File: src/include/wdt_pkg.sv
`default_nettype none
package wdt_pkg;

   // ----------------------------------------------------------------
   // Register map (byte addresses)
   // ----------------------------------------------------------------
   localparam logic [11:0] ADDR_KEYED_WRITE = 12'h000;
   localparam logic [11:0] ADDR_COUNTER = 12'h004;
   localparam logic [11:0] ADDR_CONTROL_STATUS = 12'h008;
   localparam logic [11:0] ADDR_RESET_CONFIG = 12'h00C;
   localparam logic [11:0] ADDR_IRQ_STATUS = 12'h010;
   localparam logic [11:0] ADDR_IRQ_MASK = 12'h014;

   // ----------------------------------------------------------------
   // Keyed write format: key in [31:16], target in [8], data in [7:0]
   // ----------------------------------------------------------------
   localparam int KEY_MSB = 31;
   localparam int KEY_LSB = 16;
   localparam int KEY_TARGET_BIT = 8;
   localparam logic [15:0] KEY_COUNTER = 16'h5A00;
   localparam logic [15:0] KEY_CONTROL_STATUS = 16'hA500;

   // ----------------------------------------------------------------
   // Control/status field positions and reset values
   // ----------------------------------------------------------------
   localparam int CS_OVERFLOW_BIT = 7;
   localparam int CS_MODE_BIT = 6;
   localparam int CS_ENABLE_BIT = 5;
   localparam int CS_CLKSEL_MSB = 2;
   localparam logic [7:0] CS_RESERVED_MASK = 8'h18;
   localparam logic [7:0] COUNTER_RESET = 8'h00;
   localparam logic [7:0] CONTROL_STATUS_RESET = 8'h18;
   localparam logic [7:0] COUNTER_MAX = 8'hFF;

   // Reset-config register: bit 0 chooses internal reset (1) or NMI (0),
   // bit 1 enables the chosen request
   localparam int RC_SELECT_RESET_BIT = 0;
   localparam int RC_REQUEST_ENABLE_BIT = 1;

   // Interrupt status bits
   localparam int IRQ_OVERFLOW_BIT = 0;
   localparam int IRQ_BAD_WRITE_BIT = 1;

   // ----------------------------------------------------------------
   // Prescaler: exponents of the eight clock divisions
   // ----------------------------------------------------------------
   localparam int PRESCALE_WIDTH = 17;
   localparam logic [4:0] DIV_EXP_0 = 5'h01;
   localparam logic [4:0] DIV_EXP_1 = 5'h06;
   localparam logic [4:0] DIV_EXP_2 = 5'h07;
   localparam logic [4:0] DIV_EXP_3 = 5'h09;
   localparam logic [4:0] DIV_EXP_4 = 5'h0B;
   localparam logic [4:0] DIV_EXP_5 = 5'h0D;
   localparam logic [4:0] DIV_EXP_6 = 5'h0F;
   localparam logic [4:0] DIV_EXP_7 = 5'h11;

   // Internal reset request pulse length
   localparam int RESET_PULSE_NS = 20;
   localparam int CLK_PERIOD_NS = 5;
   localparam logic [3:0] RESET_PULSE_CYCLES = 4'((RESET_PULSE_NS + CLK_PERIOD_NS - 1) / CLK_PERIOD_NS);

endpackage
`default_nettype wire

File: src/include/prescale_if.sv
`timescale 1ns/100ps
`default_nettype none
interface prescale_if;
   logic run;
   logic [2:0] clock_select;
   logic tick;
   modport ctrl (output run, output clock_select, input tick);
   modport pre (input run, input clock_select, output tick);
endinterface
`default_nettype wire

File: src/logic/wdt_prescaler.sv
`timescale 1ns/100ps
`default_nettype none
module wdt_prescaler
   import wdt_pkg::*;
(
   // Clock and reset
   input wire logic clk_i,
   input wire logic rstn_i,
   input wire logic ce_i,
   // Control side
   prescale_if.pre ps
);

   logic [PRESCALE_WIDTH-1:0] div_reg;
   logic [PRESCALE_WIDTH-1:0] div_next;
   logic tick_reg;
   logic tick_next;
   logic [4:0] exp_sel;

   // Division exponent from the clock-select code
   always_comb begin
      unique case (ps.clock_select)
         3'h0: exp_sel = DIV_EXP_0;
         3'h1: exp_sel = DIV_EXP_1;
         3'h2: exp_sel = DIV_EXP_2;
         3'h3: exp_sel = DIV_EXP_3;
         3'h4: exp_sel = DIV_EXP_4;
         3'h5: exp_sel = DIV_EXP_5;
         3'h6: exp_sel = DIV_EXP_6;
         default: exp_sel = DIV_EXP_7;
      endcase
   end

   // Free divider, held at zero while stopped; tick when low bits wrap
   always_comb begin
      div_next = ps.run ? div_reg + 1'b1 : '0;
      tick_next = 1'b0;
      if (ps.run) begin
         tick_next = ((div_next & ((PRESCALE_WIDTH'(1) << exp_sel) - 1'b1)) == '0);
      end
   end

   always_ff @(posedge clk_i or negedge rstn_i) begin
      if (!rstn_i) begin
         div_reg <= '0;
         tick_reg <= 1'b0;
      end else if (ce_i) begin
         div_reg <= div_next;
         tick_reg <= tick_next;
      end
   end

   assign ps.tick = tick_reg;

endmodule
`default_nettype wire

File: src/logic/watchdog_interval_timer.sv
`timescale 1ns/100ps
`default_nettype none
// Overview of operation
// Eight-bit readable counter, zero at reset
// Enable counts; clearing enable zeroes counter
// Wrap from maximum to zero sets overflow
// Software clears overflow only by read-then-write zero
// Internal reset request clears overflow flag
// Bit 6 picks interval or watchdog mode
// Bits 4 and 3 read one always
// Clock select picks one of eight divisions
// Watchdog overflow requests reset, NMI, or nothing
// Interval mode interrupts on each overflow
// Protected registers take only special writes
// Plain writes ignored; keyed word accepted
// Interval request follows overflow flag
module watchdog_interval_timer
   import wdt_pkg::*;
(
   // Clock, reset, clock enable
   input wire logic CLK_I,
   input wire logic RSTN_I,
   input wire logic CE_I,
   // APB slave
   input wire logic PSEL_I,
   input wire logic PENABLE_I,
   input wire logic PWRITE_I,
   input wire logic [11:0] PADDR_I,
   input wire logic [31:0] PWDATA_I,
   output logic [31:0] PRDATA_O,
   output logic PREADY_O,
   output logic PSLVERR_O,
   // Requests to the system
   output logic INTERVAL_IRQ_O,
   output logic NMI_REQ_O,
   output logic RESET_REQ_O,
   output logic IRQ_O
);

   // ---------------------------------------------------------------
   // State
   // ---------------------------------------------------------------
   logic [7:0] counter_reg, counter_next;
   logic overflow_reg, overflow_next;
   logic mode_reg, mode_next;
   logic enable_reg, enable_next;
   logic [2:0] clksel_reg, clksel_next;
   logic [1:0] rcfg_reg, rcfg_next;
   logic ovf_seen_reg, ovf_seen_next;
   logic [1:0] irq_status_reg, irq_status_next;
   logic [1:0] irq_mask_reg, irq_mask_next;
   logic [3:0] rst_cnt_reg, rst_cnt_next;
   logic [31:0] prdata_reg, prdata_next;
   logic pready_reg, pready_next;
   logic pslverr_reg, pslverr_next;
   logic ivl_irq_reg, ivl_irq_next;
   logic nmi_reg, nmi_next;
   logic rst_req_reg, rst_req_next;
   logic irq_reg, irq_next;

   logic access, wr, rd, keyed_ok, wrap, internal_reset;
   logic [7:0] cs_view;
   logic [1:0] events;

   prescale_if ps_bus ();

   // ---------------------------------------------------------------
   // Prescaler
   // ---------------------------------------------------------------
   assign ps_bus.run = enable_reg;
   assign ps_bus.clock_select = clksel_reg;

   wdt_prescaler u_prescaler (
      .clk_i(CLK_I),
      .rstn_i(RSTN_I),
      .ce_i(CE_I),
      .ps(ps_bus)
   );

   // Bus decode, answer in the second access cycle
   assign access = PSEL_I && PENABLE_I && !pready_reg;
   assign wr = access && PWRITE_I;
   assign rd = access && !PWRITE_I;
   assign keyed_ok = (PWDATA_I[KEY_MSB:KEY_LSB] ==
                      (PWDATA_I[KEY_TARGET_BIT] ? KEY_CONTROL_STATUS : KEY_COUNTER));
   assign wrap = enable_reg && ps_bus.tick && (counter_reg == COUNTER_MAX);
   assign internal_reset = (rst_cnt_reg == RESET_PULSE_CYCLES) && mode_reg;
   assign cs_view = {overflow_reg, mode_reg, enable_reg, 2'b00, clksel_reg}
                    | CS_RESERVED_MASK;

   // ---------------------------------------------------------------
   // Timer state next values
   // ---------------------------------------------------------------
   always_comb begin
      counter_next = counter_reg;
      overflow_next = overflow_reg;
      mode_next = mode_reg;
      enable_next = enable_reg;
      clksel_next = clksel_reg;
      rcfg_next = rcfg_reg;
      ovf_seen_next = ovf_seen_reg;
      rst_cnt_next = (rst_cnt_reg != 4'h0) ? rst_cnt_reg - 4'h1 : 4'h0;
      events = 2'b00;
      // Counting first, so that a keyed counter write in the same cycle wins
      if (enable_reg && ps_bus.tick) begin
         counter_next = counter_reg + 8'h01;
      end
      // Read of control/status with flag set arms the clear
      if (rd && PADDR_I == ADDR_CONTROL_STATUS && overflow_reg) begin
         ovf_seen_next = 1'b1;
      end
      // Keyed writes only; plain writes to protected registers ignored
      if (wr && PADDR_I == ADDR_KEYED_WRITE && keyed_ok) begin
         if (PWDATA_I[KEY_TARGET_BIT]) begin
            mode_next = PWDATA_I[CS_MODE_BIT];
            enable_next = PWDATA_I[CS_ENABLE_BIT];
            clksel_next = PWDATA_I[CS_CLKSEL_MSB:0];
            if (!PWDATA_I[CS_OVERFLOW_BIT] && ovf_seen_reg) begin
               overflow_next = 1'b0;
               ovf_seen_next = 1'b0;
            end
         end else begin
            counter_next = PWDATA_I[7:0];
         end
      end else if (wr && (PADDR_I == ADDR_COUNTER || PADDR_I == ADDR_CONTROL_STATUS
                          || (PADDR_I == ADDR_KEYED_WRITE))) begin
         events[IRQ_BAD_WRITE_BIT] = 1'b1;
      end
      if (wr && PADDR_I == ADDR_RESET_CONFIG) begin
         rcfg_next = PWDATA_I[1:0];
      end
      if (!enable_next) begin
         counter_next = COUNTER_RESET;
      end
      // Overflow sets, winning over a clear
      if (wrap) begin
         overflow_next = 1'b1;
         events[IRQ_OVERFLOW_BIT] = 1'b1;
         if (mode_reg && rcfg_reg[RC_REQUEST_ENABLE_BIT]
             && rcfg_reg[RC_SELECT_RESET_BIT]) begin
            rst_cnt_next = RESET_PULSE_CYCLES;
         end
      end else if (internal_reset) begin
         overflow_next = 1'b0;
         ovf_seen_next = 1'b0;
      end
   end

   // ---------------------------------------------------------------
   // Bus, interrupt and request next values
   // ---------------------------------------------------------------
   always_comb begin
      irq_status_next = irq_status_reg | events;
      irq_mask_next = irq_mask_reg;
      prdata_next = prdata_reg;
      pready_next = access;
      pslverr_next = 1'b0;
      if (wr && PADDR_I == ADDR_IRQ_STATUS) begin
         irq_status_next = (irq_status_reg & ~PWDATA_I[1:0]) | events;
      end
      if (wr && PADDR_I == ADDR_IRQ_MASK) begin
         irq_mask_next = PWDATA_I[1:0];
      end
      if (rd) begin
         unique case (PADDR_I)
            ADDR_COUNTER: prdata_next = {24'h000000, counter_reg};
            ADDR_CONTROL_STATUS: prdata_next = {24'h000000, cs_view};
            ADDR_RESET_CONFIG: prdata_next = {30'h0, rcfg_reg};
            ADDR_IRQ_STATUS: prdata_next = {30'h0, irq_status_reg};
            ADDR_IRQ_MASK: prdata_next = {30'h0, irq_mask_reg};
            ADDR_KEYED_WRITE: prdata_next = 32'h00000000;
            default: begin
               prdata_next = 32'h00000000;
               pslverr_next = 1'b1;
            end
         endcase
      end else if (wr) begin
         pslverr_next = !(PADDR_I inside {ADDR_KEYED_WRITE, ADDR_COUNTER,
            ADDR_CONTROL_STATUS, ADDR_RESET_CONFIG, ADDR_IRQ_STATUS, ADDR_IRQ_MASK});
      end
      ivl_irq_next = overflow_next && !mode_next;
      nmi_next = overflow_next && mode_next && rcfg_reg[RC_REQUEST_ENABLE_BIT]
                 && !rcfg_reg[RC_SELECT_RESET_BIT];
      rst_req_next = (rst_cnt_next != 4'h0);
      irq_next = |(irq_status_next & irq_mask_next);
   end

   // ---------------------------------------------------------------
   // Registers
   // ---------------------------------------------------------------
   always_ff @(posedge CLK_I or negedge RSTN_I) begin
      if (!RSTN_I) begin
         counter_reg <= COUNTER_RESET;
         overflow_reg <= CONTROL_STATUS_RESET[CS_OVERFLOW_BIT];
         mode_reg <= CONTROL_STATUS_RESET[CS_MODE_BIT];
         enable_reg <= CONTROL_STATUS_RESET[CS_ENABLE_BIT];
         clksel_reg <= CONTROL_STATUS_RESET[CS_CLKSEL_MSB:0];
         rcfg_reg <= 2'h0;
         ovf_seen_reg <= 1'b0;
         irq_status_reg <= 2'h0;
         irq_mask_reg <= 2'h0;
         rst_cnt_reg <= 4'h0;
         prdata_reg <= 32'h00000000;
         pready_reg <= 1'b0;
         pslverr_reg <= 1'b0;
         ivl_irq_reg <= 1'b0;
         nmi_reg <= 1'b0;
         rst_req_reg <= 1'b0;
         irq_reg <= 1'b0;
      end else if (CE_I) begin
         counter_reg <= counter_next;
         overflow_reg <= overflow_next;
         mode_reg <= mode_next;
         enable_reg <= enable_next;
         clksel_reg <= clksel_next;
         rcfg_reg <= rcfg_next;
         ovf_seen_reg <= ovf_seen_next;
         irq_status_reg <= irq_status_next;
         irq_mask_reg <= irq_mask_next;
         rst_cnt_reg <= rst_cnt_next;
         prdata_reg <= prdata_next;
         pready_reg <= pready_next;
         pslverr_reg <= pslverr_next;
         ivl_irq_reg <= ivl_irq_next;
         nmi_reg <= nmi_next;
         rst_req_reg <= rst_req_next;
         irq_reg <= irq_next;
      end
   end

   assign PRDATA_O = prdata_reg;
   assign PREADY_O = pready_reg;
   assign PSLVERR_O = pslverr_reg;
   assign INTERVAL_IRQ_O = ivl_irq_reg;
   assign NMI_REQ_O = nmi_reg;
   assign RESET_REQ_O = rst_req_reg;
   assign IRQ_O = irq_reg;

endmodule
`default_nettype wire

File: config.mk
export PLATFORM = sky130hd
export DESIGN_NAME = watchdog_interval_timer
export DESIGN_NICKNAME = d
export VERILOG_FILES = /design/src/include/wdt_pkg.sv /design/src/include/prescale_if.sv /design/src/logic/wdt_prescaler.sv /design/src/logic/watchdog_interval_timer.sv
export SDC_FILE = /design/constraint.sdc
export NUM_CORES = 1
export LEC_CHECK = 0
export BUFFER_PORTS_ARGS = -buffer_cell sky130_fd_sc_hd__buf_4
export CORE_ASPECT_RATIO = 0.75
export CORE_MARGIN = 3
export CORE_UTILIZATION = 59
export CTS_CLUSTER_DIAMETER = 150
export DETAILED_ROUTE_END_ITERATION = 8
export PLACE_DENSITY = 0.89
export SLEW_MARGIN = 20
export SYNTH_ARGS = -nofsm -noshare
export SYNTH_HDL_FRONTEND = slang
export SYNTH_SLANG_ARGS = --single-unit
export TNS_END_PERCENT = 50
File: constraint.sdc
create_clock -name CLK_I -period 6.5 [get_ports CLK_I]
set_input_delay 0.65 -clock CLK_I [delete_from_list [all_inputs] [get_ports CLK_I]]
set_output_delay 0.65 -clock CLK_I [all_outputs]
set_load 0.01 [all_outputs]
==> impl_results.md <==
* Final Hold Fails at 0
* Cells after synthesis at 425
* Critical R2R Launch: enable_reg
* Worst vdd ir at 0.128 mV
* Final Critical Period at 2.97 ns
* Vias after detailed routing at 3,480
* Clock share of power at 49.2%
* Register-to-Register Setup Slack at 3.53 ns
* Min setup slack post-route at 3.53 ns
* Row cnt at 24
* GRT Total Usage at 26.5%
* Clk slew on worst S/H paths at 0.07 ns
* Antenna violations before repair at 0
* Commonest cells post-synth: dfrtp_1 (57), nand2_1 (48), o21ai_0 (33)
* CP Launch Type: flop
* Die Y at 75.2 µm
* Setup TNS Final at 0 ns
* Post-synth EDFFs at 0
* CTS root buf: clkbuf_8
* DRC viols at 0
* Core Util, Final at 72.2%
* XOR/XNOR Fraction of Synth Area at 2.09%
* Adder-cell share of the synthesized area at 0.997%
* Routed Antenna Nets at 0
* Sw Pwr at 191 µW
* Area of the core at 6010 µm²
* Sequential share of the synthesized area at 37.9%
* DPL Wire Length at 7040 µm
* Final nets at 521
* Simple-gate portion of the synthesized area at 22.9%
* Kind of cell adding the most delay to the critical path: simple AND/OR/NAND/NOR gates
* H-tree lvl count at 3
* Pwr dens at 193 nW/µm²
* Ant. Diodes at 0
* Max Freq at 0.337 GHz
* Main combinational cell family by area after synthesis: simple AND/OR/NAND/NOR gates
* CP peak stage delay at 0.89 ns
* Placed cell area at 4090 µm²
* RD Place Congestion at 0.901
* Netlist cell types at 60
* Bufs on Longest Clock Path at 2
* Initial core utilization at 62.7%
* Grt total ovfl at 0
* Leading area contributor after synthesis: dfrtp_1
* Worst R2R Path Depth at 5
* Mux contribution to synthesized area at 7.31%
* Pleak at 1.90 nW
* Run status: finished clean
* # resized after CTS at 0
* Warnings from Yosys at 0
* Routed vias/inst at 6.32
* Min Hold Slack at 0.345 ns
* Most frequent cell after synthesis: dfrtp_1
* Type of element capturing the critical path: flop
* Clock Latency Late Sink at 0.35 ns
* Combinational power share at 7.8%
* Min-delay worst type: in2async
* Post-Syn Area at 3760 µm²
* Worst-case clock skew at 0.00699 ns
* Iteration-0 DRC Markers at 293
* Post-route cell area at 4330 µm²
* First-pass GRT wire length at 15,400 µm
* Setup-failing EPs final at 0
* Syn Area/Cell at 8.86 µm²
* CP Class: reg2reg
* M3 GR Usage at 8.06%
* Fraction of registers with async set/reset at 100%
* Port Buffers at 56
* CTS tree: yes
* Num CTS Buffers at 9
* CP required at 6.73 ns
* Top Ports at 88
* Synth Flop Type: dfrtp_1
* Largest fanout on the critical path at 23
* Slew margin rel. at 33.5%
* RR Endpoint: rst_cnt_reg[1]
* Die width at 98.2 µm
* Arr. time, crit path at 3.20 ns
* Share of cells above drive strength 1 at 20.1%
* Final worst-path cycle share at 45.7%
* M1 GR Usage at 36.5%
* DP Worst Slack at 3.35 ns
* CP Buf/Inv Count at 0
* Clock sinks at 57
* Top-area cell type share of the netlist area at 37.9%
* Synth Register Bits at 57
* Flop pwr share at 43.0%
* Hold_buf cts at 0
* Layout area overhead at 15.2%
* Sw Share at 22.8%
* Largest net degree at the start of global routing at 58
* Largest register FFs at 17
* WL/cell at 17.6 µm
* Slowest CP cell: nor3_1
* Most Crowded Layer GR: met2
* Vias in the first global route at 3,172
* P_int at 646 µW
* Worst slew pin tran at 0.990 ns
* First-pass DRT Iterations at 5
* Top area cells in the synthesized netlist: dfrtp_1 (38%), buf_4 (4.8%), nand2_1 (4.8%), o21ai_0 (4.4%), mux2i_1 (3.7%)
* Die area at 7380 µm²
* Fin. max-slew vios at 0
* Compound-cell area share of the yosys netlist at 20.4%
* Met2 GRT Util at 41.6%
* Post-CTS Setup Bufs at 0
* MaxCap Viol Count at 0
* Drt total wl at 9700 µm
* CP cell instances: nand3_1 -> nor3_1 -> nand4_1 -> a21oi_1 -> o21ai_0
* RSZ-0062 raised after global routing: false
power by group through the flow:
| stage | registers, mW | clock network (mW) | logic [mW] |
|---|---|---|---|
| 4_1_cts | 0.360 | 0.415 | 0.0650 |
| 5_1_grt | 0.360 | 0.430 | 0.0719 |
| 2_1_floorplan | 0.367 | 0 | 0.0360 |
| 6_report | 0.360 | 0.412 | 0.0653 |
| 3_3_place_gp | 0.366 | 0 | 0.0621 |
| 3_5_place_dp | 0.367 | 0 | 0.0648 |
worst max-delay path by stage:
stage / to / cells after the start / from
4_1_cts: rst_cnt_reg[1] / 5 / enable_reg
6_report: rst_cnt_reg[1] / 5 / enable_reg
3_5_place_dp: rcfg_reg[0] / 6 / PADDR_I[1]
2_1_floorplan: rcfg_reg[0] / 6 / PADDR_I[5]
3_3_place_gp: rcfg_reg[0] / 6 / PADDR_I[1]
5_1_grt: rst_cnt_reg[1] / 5 / enable_reg
layout make-up:
type | instances | area (µm²)
Multi-Input combinational cell | 336 | 2120
Fill cell | 452 | 1670
Sequential cell | 57 | 1430
Timing Repair Buffer | 56 | 420
Clock buffer | 10 | 138
Clock inverter | 6 | 105
Tap cell | 78 | 97.6
Inverter | 8 | 30.0
stage by stage:
stage,std cells,power [mW]
floorplan,448,0.403
global placement,535,0.428
CTS,551,0.840
finish,551,0.837
global route,551,0.862
detailed placement,535,0.431
worst reg2reg max path: cells and delay by family (launching register included):
kind | cells | cell delay [ns]
AND/OR/NAND/NOR | 3 | 1.66
flip-flops | 1 | 0.85
AO/OA/AOI/OAI | 2 | 0.34
layout by cell type, fill, tap and decap left out, drive strengths merged, types with 5 or more instances in the layout:
| cell | instances |
|---|---|
| mux2 | 12 |
| o31ai | 14 |
| nand3 | 19 |
| nor3 | 11 |
| nor2 | 28 |
| and3 | 11 |
| a31oi | 5 |
| nand4 | 7 |
| o21ai | 34 |
| dfrtp | 57 |
| xor2 | 7 |
| inv | 7 |
| clkbuf | 10 |
| a21oi | 14 |
| conb | 25 |
| a22oi | 7 |
| mux2i | 14 |
| nor2b | 6 |
| nand2 | 48 |
| buf | 56 |
| o2bb2ai | 11 |
per-layer routing:
| layer | wire (µm) | vias up |
|---|---|---|
| li1 | - | 1616 |
| met5 | 0 | - |
| met3 | 777 | 15 |
| met4 | 111 | 0 |
| met1 | 4280 | 1684 |
| met2 | 4530 | 165 |
cell families after synthesis:
| family | count (synthesis) |
|---|---|
| mux | 26 |
| simple gates | 164 |
| buf+inv | 55 |
| fa+ha+maj | 3 |
| compound gates | 109 |
| xor+xnor | 9 |
| other cells | 2 |
| flops | 57 |
(Power assumes the default switching activity.)
